[src/core/dsts_cfg.svh]
// Constants for the detector status and test mode block
`ifndef DSTS_CFG_SVH
`define DSTS_CFG_SVH

// Register addresses of the master port
`define DSTS_ADDR_TEST_STATE   16'h9c51
`define DSTS_ADDR_TEST_LEVEL   16'h9c52
`define DSTS_ADDR_TEST_CTRL    16'h9c70
`define DSTS_ADDR_LEVEL_SET    16'h9c71
`define DSTS_ADDR_STATUS       16'h9e44

// Control codes and level limits
`define DSTS_CTRL_ON           16'h0001
`define DSTS_CTRL_OFF          16'h0000
`define DSTS_LEVEL_MIN         16'h0001
`define DSTS_LEVEL_MAX         16'h0064
`define DSTS_LEVEL_RESET       16'h0001

// Status word bit positions
`define DSTS_BIT_SECOND_STAGE  8
`define DSTS_BIT_FIRST_STAGE   9
`define DSTS_BIT_SENSOR_FAULT  10
`define DSTS_BIT_HEATER_OPEN   11
`define DSTS_BIT_FLOW_LOW      12
`define DSTS_BIT_FLOW_REDUCED  13
`define DSTS_BIT_TEST_MODE     2

// Timing: clock period, base tick and test timeout
`define DSTS_CLK_PERIOD_NS     50
`define DSTS_TICK_PERIOD_US    1000
`define DSTS_NS_PER_US         1000
`define DSTS_US_PER_MIN        60000000
`define DSTS_TEST_TIMEOUT_MIN  10

`endif

[src/core/dsts_pkg.sv]
// Types shared by the detector status and test mode block
package dsts_pkg;

  // Alarm stage qualification states
  typedef enum logic [1:0] {
    DSTS_ST_IDLE  = 2'b00,
    DSTS_ST_WAIT  = 2'b01,
    DSTS_ST_ALARM = 2'b10
  } dsts_stage_e;

  // Register word
  typedef logic [15:0] dsts_word_t;

endpackage

[src/core/dsts_if.sv]
// Interfaces between the top and its alarm stage and test timer modules
`timescale 1ns/1ns
`default_nettype none

// One gas alarm stage: measurement in, qualified alarm out
interface dsts_stage_if;
  logic [15:0] level;      // Measured concentration
  logic [15:0] threshold;  // Alarm set value
  logic [15:0] delay;      // Delay in base ticks
  logic        tick;       // Base tick enable
  logic        alarm;      // Qualified alarm
  modport stage (input level, threshold, delay, tick, output alarm);
  modport ctrl  (output level, threshold, delay, tick, input alarm);
endinterface

// Test mode timeout timer
interface dsts_test_if;
  logic tick;     // Base tick enable
  logic start;    // Restart on entry to test mode
  logic running;  // Test mode currently on
  logic expired;  // One-cycle pulse at timeout
  modport timer (input tick, start, running, output expired);
  modport ctrl  (output tick, start, running, input expired);
endinterface

`default_nettype wire

[src/core/dsts_top.sv]
// Detector status word, alarm contacts and test mode register logic
`timescale 1ns/1ns
`default_nettype none
`include "dsts_cfg.svh"

module dsts_top
  import dsts_pkg::*;
#(
  // Clock cycles per base tick (one millisecond)
  parameter int unsigned TICK_CYCLES =
    `DSTS_TICK_PERIOD_US * `DSTS_NS_PER_US / `DSTS_CLK_PERIOD_NS,
  // Base ticks until test mode ends
  parameter int unsigned TEST_TIMEOUT_TICKS =
    `DSTS_TEST_TIMEOUT_MIN * `DSTS_US_PER_MIN / `DSTS_TICK_PERIOD_US
)(
  // Clock and reset
  input  wire logic        i_clock,
  input  wire logic        i_rst_b,
  // Measurement and alarm settings, same clock domain
  input  wire logic [15:0] i_concentration,
  input  wire logic [15:0] i_first_stage_threshold,
  input  wire logic [15:0] i_second_stage_threshold,
  input  wire logic [15:0] i_alarm_delay_ms,
  // Fault detector pins, asynchronous
  input  wire logic        i_flow_reduced,
  input  wire logic        i_flow_too_low,
  input  wire logic        i_heater_wire_open,
  input  wire logic        i_heater_fitted,
  input  wire logic        i_zero_output_low,
  input  wire logic        i_sensor_wire_open,
  input  wire logic        i_sensor_combustible,
  // Local test push switch, active high while pressed
  input  wire logic        i_test_switch,
  // Master register port
  input  wire logic [15:0] i_reg_addr,
  input  wire logic        i_reg_wr,
  input  wire logic        i_reg_rd,
  input  wire logic [15:0] i_reg_wdata,
  output logic      [15:0] o_reg_rdata,
  output logic             o_reg_ack,
  // Alarm contacts and status
  output logic             o_first_stage_contact,
  output logic             o_second_stage_contact,
  output logic             o_test_mode,
  output logic      [15:0] o_status_word
);

  localparam int unsigned NPIN = 8;  // Synchronised pins

  // Refuse settings the counters cannot serve
  if (TICK_CYCLES < 2 || TICK_CYCLES > 65535) begin : g_bad_tick
    $error("TICK_CYCLES out of range");
  end
  if (TEST_TIMEOUT_TICKS < 1) begin : g_bad_timeout
    $error("TEST_TIMEOUT_TICKS must be at least one");
  end

  // Pin vector and its two-stage synchroniser
  logic [NPIN-1:0] pin_raw;    // Raw pins
  logic [NPIN-1:0] pin_meta;   // First stage, read only by second
  logic [NPIN-1:0] pin_sync;   // Second stage, safe to use

  assign pin_raw = {i_test_switch, i_sensor_combustible, i_sensor_wire_open,
                    i_zero_output_low, i_heater_fitted, i_heater_wire_open,
                    i_flow_too_low, i_flow_reduced};

  // One synchroniser per pin
  for (genvar g = 0; g < NPIN; g++) begin : g_sync
    always_ff @(posedge i_clock or negedge i_rst_b) begin
      if (!i_rst_b) begin
        pin_meta[g] <= 1'b0;
        pin_sync[g] <= 1'b0;
      end else begin
        pin_meta[g] <= pin_raw[g];
        pin_sync[g] <= pin_meta[g];
      end
    end
  end

  // Named views of the synchronised pins
  logic flow_reduced;   // Flow reduced
  logic flow_too_low;   // Flow too low
  logic heater_open;    // Heater wire open
  logic heater_fitted;  // Pyrolysis heater present
  logic zero_low;       // Sensor zero output extremely low
  logic wire_open;      // Sensor wire open
  logic combustible;    // Combustible sensor type
  logic switch_level;   // Test switch level

  assign flow_reduced  = pin_sync[0];
  assign flow_too_low  = pin_sync[1];
  assign heater_open   = pin_sync[2];
  assign heater_fitted = pin_sync[3];
  assign zero_low      = pin_sync[4];
  assign wire_open     = pin_sync[5];
  assign combustible   = pin_sync[6];
  assign switch_level  = pin_sync[7];

  // Base tick divider
  logic [15:0] div_cnt;       // Cycle count within a tick
  logic [15:0] next_div_cnt;  // Next cycle count
  logic        tick;          // One-cycle tick enable
  logic        next_tick;     // Next tick enable

  // Wrap the divider once per tick period
  always_comb begin
    next_tick    = 1'b0;
    next_div_cnt = div_cnt + 16'h0001;
    if (div_cnt == TICK_CYCLES[15:0] - 16'h0001) begin
      next_div_cnt = 16'h0000;
      next_tick    = 1'b1;
    end
  end

  // Divider registers
  always_ff @(posedge i_clock or negedge i_rst_b) begin
    if (!i_rst_b) begin
      div_cnt <= 16'h0000;
      tick    <= 1'b0;
    end else begin
      div_cnt <= next_div_cnt;
      tick    <= next_tick;
    end
  end

  // Two alarm stages, index 0 second stage, index 1 first stage
  logic [1:0] stage_alarm;  // Qualified alarms

  for (genvar s = 0; s < 2; s++) begin : g_stage
    dsts_stage_if stg ();
    assign stg.level     = i_concentration;
    assign stg.threshold = (s == 0) ? i_second_stage_threshold : i_first_stage_threshold;
    assign stg.delay     = i_alarm_delay_ms;
    assign stg.tick      = tick;
    assign stage_alarm[s] = stg.alarm;
    dsts_alarm_delay u_stage (
      .i_clock (i_clock),
      .i_rst_b (i_rst_b),
      .stage   (stg.stage)
    );
  end

  // Trouble flags follow the fault conditions directly
  logic [3:0] trouble;  // {reduced, too low, heater, sensor}

  assign trouble[3] = flow_reduced;
  assign trouble[2] = flow_too_low;
  assign trouble[1] = heater_open & heater_fitted;
  assign trouble[0] = zero_low | (combustible & wire_open);

  // Register port decode
  logic wr_ctrl;   // Write to test mode control
  logic wr_level;  // Write to test level setting

  assign wr_ctrl  = i_reg_wr && (i_reg_addr == `DSTS_ADDR_TEST_CTRL);
  assign wr_level = i_reg_wr && (i_reg_addr == `DSTS_ADDR_LEVEL_SET);

  // Test mode timer
  dsts_test_if tmr ();
  logic test_on;        // Test mode state
  logic next_test_on;   // Next test mode state
  logic next_start;     // Entry into test mode this cycle

  assign tmr.tick    = tick;
  assign tmr.start   = next_start;
  assign tmr.running = test_on;

  dsts_test_timer #(
    .TIMEOUT_TICKS (TEST_TIMEOUT_TICKS)
  ) u_timer (
    .i_clock (i_clock),
    .i_rst_b (i_rst_b),
    .tmr     (tmr.timer)
  );

  // Test mode and level state
  logic       switch_prev;      // Switch level last cycle
  logic       press;            // Press event
  dsts_word_t test_level;       // Test gas concentration
  dsts_word_t next_test_level;  // Next test level

  assign press = switch_level & ~switch_prev;

  // An on or off master write wins over a switch press, which wins over the timeout
  always_comb begin
    next_test_on    = test_on;
    next_test_level = test_level;
    if (wr_ctrl && (i_reg_wdata == `DSTS_CTRL_ON)) begin
      next_test_on = 1'b1;
    end else if (wr_ctrl && (i_reg_wdata == `DSTS_CTRL_OFF)) begin
      next_test_on = 1'b0;
    end else if (press) begin
      // Each press flips the mode
      next_test_on = ~test_on;
    end else if (tmr.expired) begin
      next_test_on = 1'b0;
    end
    // Out-of-range levels are dropped, keeping the last good one
    if (wr_level && (i_reg_wdata >= `DSTS_LEVEL_MIN) && (i_reg_wdata <= `DSTS_LEVEL_MAX)) begin
      next_test_level = i_reg_wdata;
    end
    // Timer restarts only on an off-to-on change
    next_start = next_test_on & ~test_on;
  end

  // Test registers
  always_ff @(posedge i_clock or negedge i_rst_b) begin
    if (!i_rst_b) begin
      test_on     <= 1'b0;
      test_level  <= `DSTS_LEVEL_RESET;
      switch_prev <= 1'b0;
    end else begin
      test_on     <= next_test_on;
      test_level  <= next_test_level;
      switch_prev <= switch_level;
    end
  end

  // Status word and outputs
  dsts_word_t next_status;  // Assembled status word
  dsts_word_t next_rdata;   // Read data for this request
  logic       next_ack;     // Acknowledge for this request

  // Pack the flags, everything else stays zero
  always_comb begin
    next_status = 16'h0000;
    // Byte one is the high byte, byte two the low byte
    next_status[`DSTS_BIT_FIRST_STAGE]  = stage_alarm[1];
    next_status[`DSTS_BIT_SECOND_STAGE] = stage_alarm[0];
    // Trouble bits clear as soon as the fault is gone
    next_status[`DSTS_BIT_FLOW_REDUCED] = trouble[3];
    next_status[`DSTS_BIT_FLOW_LOW]     = trouble[2];
    next_status[`DSTS_BIT_HEATER_OPEN]  = trouble[1];
    next_status[`DSTS_BIT_SENSOR_FAULT] = trouble[0];
    next_status[`DSTS_BIT_TEST_MODE]    = test_on;
  end

  // Read mux; write-only and unknown addresses read zero
  always_comb begin
    next_ack   = i_reg_rd | i_reg_wr;
    next_rdata = 16'h0000;
    if (i_reg_rd) begin
      case (i_reg_addr)
        `DSTS_ADDR_TEST_STATE: next_rdata = {15'h0000, test_on};
        `DSTS_ADDR_TEST_LEVEL: next_rdata = test_level;
        `DSTS_ADDR_STATUS:     next_rdata = o_status_word;
        default:               next_rdata = 16'h0000;
      endcase
    end
  end

  // Output registers; contacts also forced by test mode
  always_ff @(posedge i_clock or negedge i_rst_b) begin
    if (!i_rst_b) begin
      o_status_word          <= 16'h0000;
      o_reg_rdata            <= 16'h0000;
      o_reg_ack              <= 1'b0;
      o_first_stage_contact  <= 1'b0;
      o_second_stage_contact <= 1'b0;
      o_test_mode            <= 1'b0;
    end else begin
      o_status_word          <= next_status;
      o_reg_rdata            <= next_rdata;
      o_reg_ack              <= next_ack;
      o_first_stage_contact  <= stage_alarm[1] | test_on;
      o_second_stage_contact <= stage_alarm[0] | test_on;
      o_test_mode            <= test_on;
    end
  end

endmodule

`default_nettype wire

[src/core/dsts_alarm_delay.sv]
// Gas alarm stage with entry delay and self-clearing exit
`timescale 1ns/1ns
`default_nettype none
`include "dsts_cfg.svh"

module dsts_alarm_delay
  import dsts_pkg::*;
(
  // Clock and reset
  input  wire logic  i_clock,
  input  wire logic  i_rst_b,
  // Stage carrier
  dsts_stage_if.stage stage
);

  dsts_stage_e state;       // Current stage state
  dsts_stage_e next_state;  // Next stage state
  logic [15:0] cnt;         // Delay ticks elapsed
  logic [15:0] next_cnt;    // Next tick count

  // Next state: qualify exceedance over the delay, drop below threshold
  always_comb begin
    next_state = state;
    next_cnt   = cnt;
    case (state)
      DSTS_ST_IDLE: begin
        next_cnt = 16'h0000;
        if (stage.level > stage.threshold) begin
          // Zero delay alarms at once
          next_state = (stage.delay == 16'h0000) ? DSTS_ST_ALARM : DSTS_ST_WAIT;
        end
      end
      DSTS_ST_WAIT: begin
        if (stage.level <= stage.threshold) begin
          // Exceedance lost, delay restarts next time
          next_state = DSTS_ST_IDLE;
        end else if (stage.tick) begin
          next_cnt = cnt + 16'h0001;
          // First tick after entry may be partial; one extra tick guarantees the full delay
          if (cnt >= stage.delay) begin
            next_state = DSTS_ST_ALARM;
          end
        end
      end
      DSTS_ST_ALARM: begin
        // No acknowledge needed, clears on its own
        if (stage.level < stage.threshold) begin
          next_state = DSTS_ST_IDLE;
        end
      end
      default: begin
        next_state = DSTS_ST_IDLE;
      end
    endcase
  end

  // State registers
  always_ff @(posedge i_clock or negedge i_rst_b) begin
    if (!i_rst_b) begin
      state <= DSTS_ST_IDLE;
      cnt   <= 16'h0000;
    end else begin
      state <= next_state;
      cnt   <= next_cnt;
    end
  end

  assign stage.alarm = (state == DSTS_ST_ALARM);

endmodule

`default_nettype wire

[src/core/dsts_test_timer.sv]
// Test mode timeout timer counting base ticks
`timescale 1ns/1ns
`default_nettype none
`include "dsts_cfg.svh"

module dsts_test_timer
  import dsts_pkg::*;
#(
  parameter int unsigned TIMEOUT_TICKS = 600000  // Ticks until test mode ends
)(
  // Clock and reset
  input  wire logic  i_clock,
  input  wire logic  i_rst_b,
  // Timer carrier
  dsts_test_if.timer tmr
);

  logic [31:0] cnt;           // Ticks since entry
  logic [31:0] next_cnt;      // Next tick count
  logic        expired;       // Timeout pulse
  logic        next_expired;  // Next timeout pulse

  // Count while running, restart on entry
  always_comb begin
    next_cnt     = cnt;
    next_expired = 1'b0;
    if (tmr.start || !tmr.running) begin
      next_cnt = 32'h0000_0000;
    end else if (tmr.tick) begin
      if (cnt == TIMEOUT_TICKS[31:0] - 32'h0000_0001) begin
        // Fire once, then count again from zero while the mode stays on
        next_expired = 1'b1;
        next_cnt     = 32'h0000_0000;
      end else begin
        next_cnt = cnt + 32'h0000_0001;
      end
    end
  end

  // Timer registers
  always_ff @(posedge i_clock or negedge i_rst_b) begin
    if (!i_rst_b) begin
      cnt     <= 32'h0000_0000;
      expired <= 1'b0;
    end else begin
      cnt     <= next_cnt;
      expired <= next_expired;
    end
  end

  assign tmr.expired = expired;

endmodule

`default_nettype wire

[config.mk]
export PLATFORM = sky130hd
export DESIGN_NAME = dsts_top
export DESIGN_NICKNAME = d
export VERILOG_FILES = /design/src/core/dsts_pkg.sv /design/src/core/dsts_if.sv /design/src/core/dsts_top.sv /design/src/core/dsts_alarm_delay.sv /design/src/core/dsts_test_timer.sv
export VERILOG_INCLUDE_DIRS = /design/src /design/src/core
export SDC_FILE = /design/constraint.sdc
export NUM_CORES = 1
export LEC_CHECK = 0
export ABC_CLOCK_PERIOD_IN_PS = 4170
export BUFFER_PORTS_ARGS = -buffer_cell sky130_fd_sc_hd__buf_2
export CORE_UTILIZATION = 35
export CTS_CLUSTER_DIAMETER = 150
export DETAILED_ROUTE_END_ITERATION = 8
export GPL_TIMING_DRIVEN = 0
export PLACE_DENSITY = 0.64
export SLEW_MARGIN = 10
export SYNTH_ARGS = -nofsm -noshare
export SYNTH_HDL_FRONTEND = slang
export SYNTH_SLANG_ARGS = --single-unit
[constraint.sdc]
create_clock -name i_clock -period 4.17 [get_ports i_clock]
set_input_delay 0.834 -clock i_clock [delete_from_list [all_inputs] [get_ports i_clock]]
set_output_delay 0.834 -clock i_clock [all_outputs]
set_load 0.05 [all_outputs]
# Yosys cells after proc, flatten, opt, wreduce, memory -nomap -nowiden
# Index checks and enable logic that the tools add are counted.
# classes
addsub	4
magnitude_cmp	10
n_eq_ne	24
mux	33
bitwise	10
n_reduce_logical	19
# op_table
operator	n
16-bit 2-to-1 mux	6
32-bit 2-to-1 mux	3
16-bit equality test (second input constant)	5
16-bit case mux with 2 select lines	2
16-bit by 1-bit adder with 16-bit output (second input constant)	3
16-bit case mux with 3 select lines	1
32-bit by 1-bit adder with 32-bit output (second input constant)	1
32-bit by 20-bit equality test with 1-bit output (second input constant)	1
16-bit greater-or-equal comparator	2
16-bit > comparator	2
16-bit less-or-equal comparator	2
16-bit zero test	2
16-bit < comparator	2
2-bit 2-to-1 mux	11
16-bit by 1-bit equality test with 1-bit output (second input constant)	1
16-bit by 15-bit equality test with 1-bit output (second input constant)	1
16-bit by 1-bit greater-or-equal comparator with 1-bit output (second input constant)	1
16-bit by 7-bit less-or-equal comparator with 1-bit output (second input constant)	1
2-bit case mux with 3 select lines	2
1-bit 2-to-1 mux	8
2-bit by 1-bit inequality test with 1-bit output (second input constant)	4
2-bit inequality test (second input constant)	4
4-bit AND reduction	2
1-bit logical AND	6
other kinds (12)	27
# totals
ff_bits	147
inputBits	108
wordCells	133

# Longest topological paths before layout
# Gate-level depths: netlist of the first run.
# logic_depth
word_depth	8
mapped_depth	10
depth_no_buf	8

# Cells and area by module
# A second synthesis of the first run with hierarchy kept.
# unflattened
hier_cells	905
area_unflattened_um2	8584.5
# modules_own_cells
mod	n_inst	cells_each	area_per_inst_um2	seq_area_each_um2
dsts_top	1	228	2954.1	1928.1
dsts_alarm_delay at g_stage[0].u_stage	1	237	1896.8	450.4
dsts_alarm_delay at g_stage[1].u_stage	1	237	1894.3	450.4
dsts_test_timer	1	203	1839.3	825.8

# Worst setup path after synthesis of the first run
# OpenSTA, ideal clock, no wires.
# synth_timing
path_type	input-to-reg
start	input port i_second_stage_threshold[1]
end	register g_stage[0].u_stage.cnt[12]
setup_time_ns	0.069
arrival_time_ns	2.555
required_time_ns	4.101
setup_slack_ns	1.546
path_stages	9
path_cell_list	inv_1 -> ha_1 -> nor2b_1 -> o211ai_1 -> a2111oi_4 -> o31ai_2 -> buf_6 -> or4_1 -> nand3_1
# synth_between
elab_chain_len	3
# synth_rtl
item	line	text
start: declaration	dsts_top.sv:22	input wire logic [15:0] i_second_stage_threshold,
16-bit less-or-equal comparator	dsts_alarm_delay.sv:34	if (stage.level <= stage.threshold) begin
2-bit inequality test (no source line)	-	
3-bit AND reduction (no source line)	-	
end signal: assignment	dsts_alarm_delay.sv:64	cnt <= next_cnt;
end: declaration	dsts_alarm_delay.sv:18	logic [15:0] cnt;
# No other way between the ends.
# A chain may end at the register's enable or synchronous reset.

# Worst setup path in the final report of the first run
# layout_timing
start	input port i_concentration[1]
end	register g_stage[0].u_stage.cnt[1]
# layout_between
elab_chain_len	3
# layout_rtl
item	line	text
start: declaration	dsts_top.sv:20	input wire logic [15:0] i_concentration,
16-bit less-or-equal comparator	dsts_alarm_delay.sv:34	
2-bit inequality test (no source line)	-	
3-bit AND reduction (no source line)	-	
# No other way between the ends.

==> summary.txt, run 1 <==
Synthesis
  – Post-synth EDFFs: 0
  – Synthesized area per cell: 9.72 um^2
  – Synthesized area: 0.00852 mm^2
  – Post-synthesis async set-or-reset flop share: 100%
  – Largest cells by area after synthesis: dfrtp_1, ha_1, nand2_1
  – Post-synth top area share: 42.6%
  – Area share of and/or/nand/nor cells after synthesis: 25.0%
  – Yosys top cell by area: dfrtp_1
  – Main combinational cell family by area after synthesis: simple AND/OR/NAND/NOR gates
  – Complex-gate fraction of the synthesized area: 11.8%
  – Ys flop type: dfrtp_1
  – Post-synthesis mux area share: 1.06%
  – Synth top cells by count: dfrtp_1, nand2_1, ha_1
  – Sequential-to-total area share from yosys stat: 42.9%
  – Mapped Cells: 877
  – Netlist cell types: 70
  – Count leader, synth: dfrtp_1
  – Register bit total from synthesis: 146
  – XOR/XNOR share of the synthesized area: 3.80%
  – Syn. warnings: 0
  – Adder-Cell Fraction of Synth Area: 9.98%

STA
  – Worst-Margin Slew: 0.865 ns
  – Post-layout min period: 2.84 ns
  – Final period util: 68.2%
  – Unrepaired setup endpoints after global routing: no
  – Fmax: 0.352 GHz
  – Worst rel slew slack: 40.9%
  – # setup viols final: 0
  – Layout Skew: 0.00918 ns
  – Max-slew violations: 0
  – Final Hold Fails: 0
  – Post-Route Setup TNS: 0 ns

Finish
  – Area Growth Syn to Fin: 20.8%
  – Ant diodes: 0
  – Share of cells above drive strength 1: 20.7%
  – Post-layout util: 43.5%
  – Final nets: 1215
  – Final non-filler cell total: 1371

Global routing
  – Grt ovf: 0
  – First-pass GRT wire length: 32.3 mm
  – Gr usage total: 16.3%
  – Pin count of the biggest net entering global routing: 84
  – Initial antenna violation count: 0
  – Vias in the first global route: 6572

Placed design
  – HPWL after detailed placement: 14.7 mm
  – Final Wtd Congestion: 0.852
  – Port Buf Inserts: 134
  – Dpl cells: 1339

Min path
  – Hold Crit Class: input port to async pin

Clock network
  – Post-CTS Resized: 0
  – Setup repair bufs after CTS: 0
  – # clock sinks: 146
  – Root Buffer: clkbuf_16
  – H-tree Lvls: 4
  – Register clock-pin slew on the reported worst setup and hold paths: 0.06 ns
  – Post-cts hold buffer count: 0
  – Num CTS Buffers: 17
  – CTS tree: built
  – Clock insertion delay at the later pin of the skew report: 0.43 ns
  – CTS max path bufs: 2

Floorplanning
  – Core area: 0.0237 mm^2
  – Die width: 158 um
  – Row Count: 56
  – Total die area: 0.0250 mm^2
  – Initial Utilization: 36.0%
  – I/O Pins: 144
  – Die Span Y: 158 um

Routing
  – Drc violations: 0
  – Via count: 6932
  – Vias/cell: 5.06
  – WL/cell: 14.0 um
  – First-pass DRT Iterations: 5
  – WL final: 19.2 mm
  – Iter 0 DRT Violations: 409
  – Post-route ant nets: 0

Power
  – Power per cell area: 334 mW/mm^2
  – Max VDD drop: 0.000292 V
  – Leak: 5.02 nW

Critical path
  – CP dominant cell by count: buf_2
  – Worst Path Arrival: 3.15 ns
  – Worst R2R Setup Slack: 1.67 ns
  – CP Class: input port to flip-flop
  – CP peak stage delay: 0.56 ns
  – CP cell instances: buf_2 -> ha_1 -> nor2b_1 -> o211ai_1 -> a2111oi_4 -> o31ai_1 -> buf_2 -> buf_2 -> nand3_1 -> o311ai_0
  – CP Launch Type: input port
  – Worst setup EP type: flip-flop
  – Critical path's top delay family: compound AO/OA/AOI/OAI gates
  – Critical path required time: 4.48 ns
  – Crit path max-delay cell type: o31ai_1
  – Worst Path Buf+Inv: 3
  – Critical Path Fanout Max: 10

Run
  – # Max-Cap Violations: 0

Outcome
  – Run status: finished clean
==> worst paths after layout <==
kind                       cells after the start                 startpoint                           to
setup / recovery                              10         i_concentration[1]    g_stage[0].u_stage.cnt[1]
hold / removal                                 1                    i_rst_b                    o_reg_ack
setup reg to reg                               8  g_stage[1].u_stage.cnt[0]  g_stage[1].u_stage.state[0]
hold reg to reg                                0                pin_meta[4]                     zero_low
max in group asynchronous                      2                    i_rst_b   g_stage[1].u_stage.cnt[10]
min in group i_clock                           0                pin_meta[4]                     zero_low
==> power breakdown <==
group | internal (mW) | switching (mW) | total, mW
clock network | 0.971 | 0.669 | 1.64
logic | 0.127 | 0.226 | 0.353
registers | 1.43 | 0.0104 | 1.44
==> worst register-to-register path, delay by kind of cell (launching register included) <==
family                     cells  cell delay (ns)
buffers and inverters          1             0.07
DFF                            1             0.44
AOI/OAI and AO/OA              4             1.36
adders and majority gates      1             0.26
and+or+nand+nor                2             0.26
==> per-layer routing <==
metal,GRT usage (%),up-vias,part of all wire (%)
met2,25.6,211,45
met3,2.82,21,5.1
met1,22.3,3222,48
met5,0,-,0
met4,6.09,0,1.5
li1,-,3478,-
==> placed cells by master (no fill, tap or decap), drive strengths merged, types with 4 or more instances in the layout <==
cell type / instances
buf: 156
dfrtp: 145
nand2: 73
inv: 72
ha: 68
nor2: 60
nand3: 51
a21oi: 35
nand4: 31
clkbuf: 30
nor2b: 29
and3: 26
xnor2: 23
o211ai: 22
o21ai: 20
nor4: 18
or4: 17
xor2: 14
or3: 11
nand2b: 10
a21o: 10
and2: 9
conb: 9
a22oi: 8
mux2: 8
or2: 8
nor4b: 8
nor3: 7
o311ai: 7
and4: 5
a31oi: 5
o31ai: 5
o21a: 4
a211o: 4
a2111oi: 4
==> per-stage QoR <==
stage | instance area (um^2) | hold slack [ns] | total power, mW | setup slack [ns]
4_1_cts | 10300 | 0.338 | 3.47 | 1.35
3_5_place_dp | 9660 | 0.335 | 1.83 | 0.902
3_3_place_gp | 9620 | 0.332 | 1.82 | 0.0584
2_1_floorplan | 8550 | 0.331 | 1.67 | 1.55
5_1_grt | 10300 | 0.356 | 3.57 | 1.07
6_report | 10300 | 0.315 | 3.44 | 1.33
==> registers in the layout, indices dropped and copies added, names as in the netlist <==
| signal | cells |
|---|---|
| u_timer.cnt | 32 |
| g_stage.stg.tick | 1 |
| o_status_word | 7 |
| test_level | 16 |
| o_second_stage_contact | 1 |
| o_reg_ack | 1 |
| div_cnt | 16 |
| g_stage.u_stage.cnt | 32 |
| test_on | 1 |
| pin_meta | 8 |
| g_stage.u_stage.state | 4 |
| o_first_stage_contact | 1 |
| flow_too_low | 1 |
| u_timer.tmr.expired | 1 |
| combustible | 1 |
| wire_open | 1 |
| zero_low | 1 |
| heater_open | 1 |
| switch_prev | 1 |
| heater_fitted | 1 |
| flow_reduced | 1 |
| switch_level | 1 |
| o_reg_rdata | 16 |
==> kinds of logic (layout without fill, tap and decap cells) <==
| group | count (synthesis) | count (layout) |
|---|---|---|
| compound gates | 141 | 141 |
| xor+xnor | 37 | 37 |
| fa+ha+maj | 68 | 68 |
| buf+inv | 99 | 266 |
| flops | 146 | 146 |
| mux | 8 | 8 |
| other cells | 1 | 9 |
| simple gates | 377 | 377 |
==> layout make-up <==
| cell class | instances | area, um^2 |
|---|---|---|
| Buffer | 35 | 218 |
| Sequential cell | 146 | 3650 |
| Multi-Input combinational cell | 640 | 4440 |
| Clock buffer | 17 | 425 |
| Inverter | 64 | 240 |
| Fill cell | 2275 | 13400 |
| Clock inverter | 15 | 214 |
| Tap cell | 319 | 399 |
| Timing Repair Buffer | 135 | 708 |
(Power assumes the default switching activity.)
==> run 2: changes to the inputs <==
--- a/config.mk
+++ b/config.mk
@@ -6,13 +6,13 @@
 export SDC_FILE = /design/constraint.sdc
 export NUM_CORES = 1
 export LEC_CHECK = 0
-export ABC_CLOCK_PERIOD_IN_PS = 4170
+export ABC_CLOCK_PERIOD_IN_PS = 2400
 export BUFFER_PORTS_ARGS = -buffer_cell sky130_fd_sc_hd__buf_2
 export CORE_UTILIZATION = 35
 export CTS_CLUSTER_DIAMETER = 150
 export DETAILED_ROUTE_END_ITERATION = 8
 export GPL_TIMING_DRIVEN = 0
-export PLACE_DENSITY = 0.64
+export PLACE_DENSITY = 0.66
 export SLEW_MARGIN = 10
 export SYNTH_ARGS = -nofsm -noshare
 export SYNTH_HDL_FRONTEND = slang
==> constraint.sdc (replaced) <==
create_clock -name i_clock -period 2.4 [get_ports i_clock]
set_input_delay 0.48 -clock i_clock [delete_from_list [all_inputs] [get_ports i_clock]]
set_output_delay 0.48 -clock i_clock [all_outputs]
set_load 0.05 [all_outputs]
==> summary.txt, run 2 (same netlist as run 1, synthesis figures left out) <==
Outcome
  – Run status: finished clean (unchanged)

Placed design
  – Place WS: -0.493 ns (was 0.902 ns)
  – HPWL after detailed placement: 14.5 mm (was 14.7 mm)
  – Final Wtd Congestion: 0.864 (was 0.852)
  – Port Buf Inserts: 134 (unchanged)
  – Cell Area, Placed: 0.00966 mm^2 (unchanged)

Critical path
  – CP peak stage delay: 0.55 ns (was 0.56 ns)
  – Critical Path Fanout Max: 10 (unchanged)
  – Worst setup EP type: flip-flop (unchanged)
  – Worst Path Arrival: 2.62 ns (was 3.15 ns)
  – CP Launch Type: input port (unchanged)
  – Crit path max-delay cell type: a2111o_1 (was o31ai_1)
  – CP Class: input port to flip-flop (unchanged)
  – Critical path required time: 2.69 ns (was 4.48 ns)
  – Worst Path Buf+Inv: 2 (was 3)
  – CP cell instances: buf_2 -> ha_1 -> a21oi_1 -> o21ai_0 -> a2111o_1 -> o31ai_4 -> buf_4 -> nand3_1 -> o311ai_0 (was buf_2 -> ha_1 -> nor2b_1 -> o211ai_1 -> a2111oi_4 -> o31ai_1 -> buf_2 -> buf_2 -> nand3_1 -> o311ai_0)
  – Critical path's top delay family: compound AO/OA/AOI/OAI gates (unchanged)

Global routing
  – First-pass GRT wire length: 32.9 mm (was 32.3 mm)
  – Vias in the first global route: 6822 (was 6572)
  – Grt ovf: 0 (unchanged)
  – Pin count of the biggest net entering global routing: 82 (was 84)
  – Gr usage total: 16.5% (was 16.3%)
  – Initial antenna violation count: 0 (unchanged)

Routing
  – Drc violations: 0 (unchanged)
  – Vias/cell: 5.05 (was 5.06)
  – WL/cell: 14.0 um (about the same)
  – First-pass DRT Iterations: 5 (unchanged)
  – WL final: 19.3 mm (was 19.2 mm)
  – Via count: 6934 (was 6932)
  – Iter 0 DRT Violations: 497 (was 409)
  – Post-route ant nets: 0 (unchanged)

Floorplanning
  – Total die area: 0.0250 mm^2 (unchanged)
  – Initial Utilization: 36.0% (unchanged)
  – Die width: 158 um (unchanged)
  – Row Count: 56 (unchanged)
  – Die Span Y: 158 um (unchanged)
  – I/O Pins: 144 (unchanged)
  – Core area: 0.0237 mm^2 (unchanged)

Clock network
  – # clock sinks: 146 (unchanged)
  – CTS max path bufs: 2 (unchanged)
  – Num CTS Buffers: 17 (unchanged)
  – Clock insertion delay at the later pin of the skew report: 0.42 ns (was 0.43 ns)
  – CTS tree: built (unchanged)
  – Register clock-pin slew on the reported worst setup and hold paths: 0.07 ns (was 0.06 ns)
  – Root Buffer: clkbuf_16 (unchanged)
  – H-tree Lvls: 4 (unchanged)

Run
  – # Max-Cap Violations: 0 (unchanged)

Finish
  – Area Growth Syn to Fin: 21.0% (was 20.8%)
  – Top flop regs: g_stage.u_stage.cnt (32), u_timer.cnt (32) (unchanged)
  – Commonest non-fill, non-tap cells in the layout: dfrtp_1, buf_2, nand2_1 (unchanged)
  – Filler instances: 2307 (was 2275)
  – Design Area, Final: 0.0103 mm^2 (about the same)
  – Share of cells above drive strength 1: 21.5% (was 20.7%)
  – Commonest non-fill, non-tap cell in the layout: dfrtp_1 (unchanged)
  – Multi-input logic area: 0.00449 mm^2 (was 0.00444 mm^2)
  – Ant diodes: 0 (unchanged)
  – Reg area: 0.00366 mm^2 (was 0.00365 mm^2)
  – Final nets: 1218 (was 1215)

STA
  – Layout Skew: 0.00791 ns (was 0.00918 ns)
  – Final worst slack: 0.0795 ns (was 1.33 ns)
  – Fmax: 0.431 GHz
  – Post-layout min period: 2.32 ns
  – Worst-Margin Slew: 0.760 ns (was 0.865 ns)
  – # setup viols final: 0 (unchanged)
  – Worst hold slack: 0.160 ns (was 0.315 ns)
  – Final period util: 96.7%
  – Post-Route Setup TNS: 0 ns (unchanged)
  – Worst rel slew slack: 48.9% (was 40.9%)
  – Final Hold Fails: 0 (unchanged)
  – Max-slew violations: 0 (unchanged)

Min path
  – Hold Crit Class: input port to flip-flop (was input port to async pin)

Power
  – Power per cell area: 549 mW/mm^2 (was 334 mW/mm^2)
  – Max VDD drop: 0.000475 V (was 0.000292 V)
  – Leak: 4.99 nW (was 5.02 nW)
-- run 2: changes by cell type in the layout (fill, tap and decap cells not counted), sizes merged --
cell and delta:
dlygate4sd3 +1, clkinv +2, buf +2, bufinv -3
clkinvlp +1
-- run 2: worst paths after layout --
check | from | end | slack [ns] | depth (start not counted)
max in group asynchronous | i_rst_b | g_stage[1].u_stage.cnt[0] | 1.03 | 3
min reg2reg | pin_meta[4] | zero_low | 0.35 | 0
max reg2reg | u_timer.cnt[14] | u_timer.cnt[10] | 0.22 | 6
min in group asynchronous | i_rst_b | o_reg_ack | 0.59 | 2
min | i_zero_output_low | pin_meta[4] | 0.16 | 1
max | i_concentration[9] | g_stage[1].u_stage.cnt[0] | 0.08 | 9
-- run 2: metal layers --
layer | global-route usage [%] | vias to the layer above | share of wire [%]
met1 | 22.3 | 3214 | 48
met4 | 4.76 | 0 | 1.5
met5 | 0 | - | 0
met3 | 3.50 | 23 | 4.9
met2 | 26.4 | 207 | 46
li1 | - | 3490 | -
-- run 2: where the power goes --
group          total [mW]  switching, mW  internal, mW  leakage (nW)
clock network        2.53           1.16          1.37         0.275
registers            2.51         0.0187          2.49          1.96
logic               0.622          0.398         0.224          2.76
-- run 2: metrics by stage --
| step | util, % | total power, mW | std cells |
|---|---|---|---|
| floorplan | - | 2.91 | 885 |
| global placement | 40.6 | 3.16 | 1338 |
| detailed placement | 40.8 | 3.17 | 1339 |
| CTS | 43.3 | 5.72 | 1372 |
| global route | 43.5 | 5.91 | 1374 |
| finish | 43.5 | 5.66 | 1374 |
-- run 2: layout make-up --
| class | instances | share of cell area, % |
|---|---|---|
| inverter | 64 | 2.33 |
| sequential | 146 | 35.5 |
| clock inverter | 15 | 1.41 |
| timing repair buffer | 138 | 7.11 |
| tap | 319 | 3.87 |
| buffer | 35 | 2.11 |
| multi-input combinational | 640 | 43.6 |
| clock buffer | 17 | 4.13 |
-- run 2: timing repair --
action,4_1_cts,5_1_grt
pin swaps,0,2
hold buffers,1,0
endpoints found under the hold margin,4,0
buffers inserted,0,2
resized for setup,3,9
setup endpoints to repair,9,24
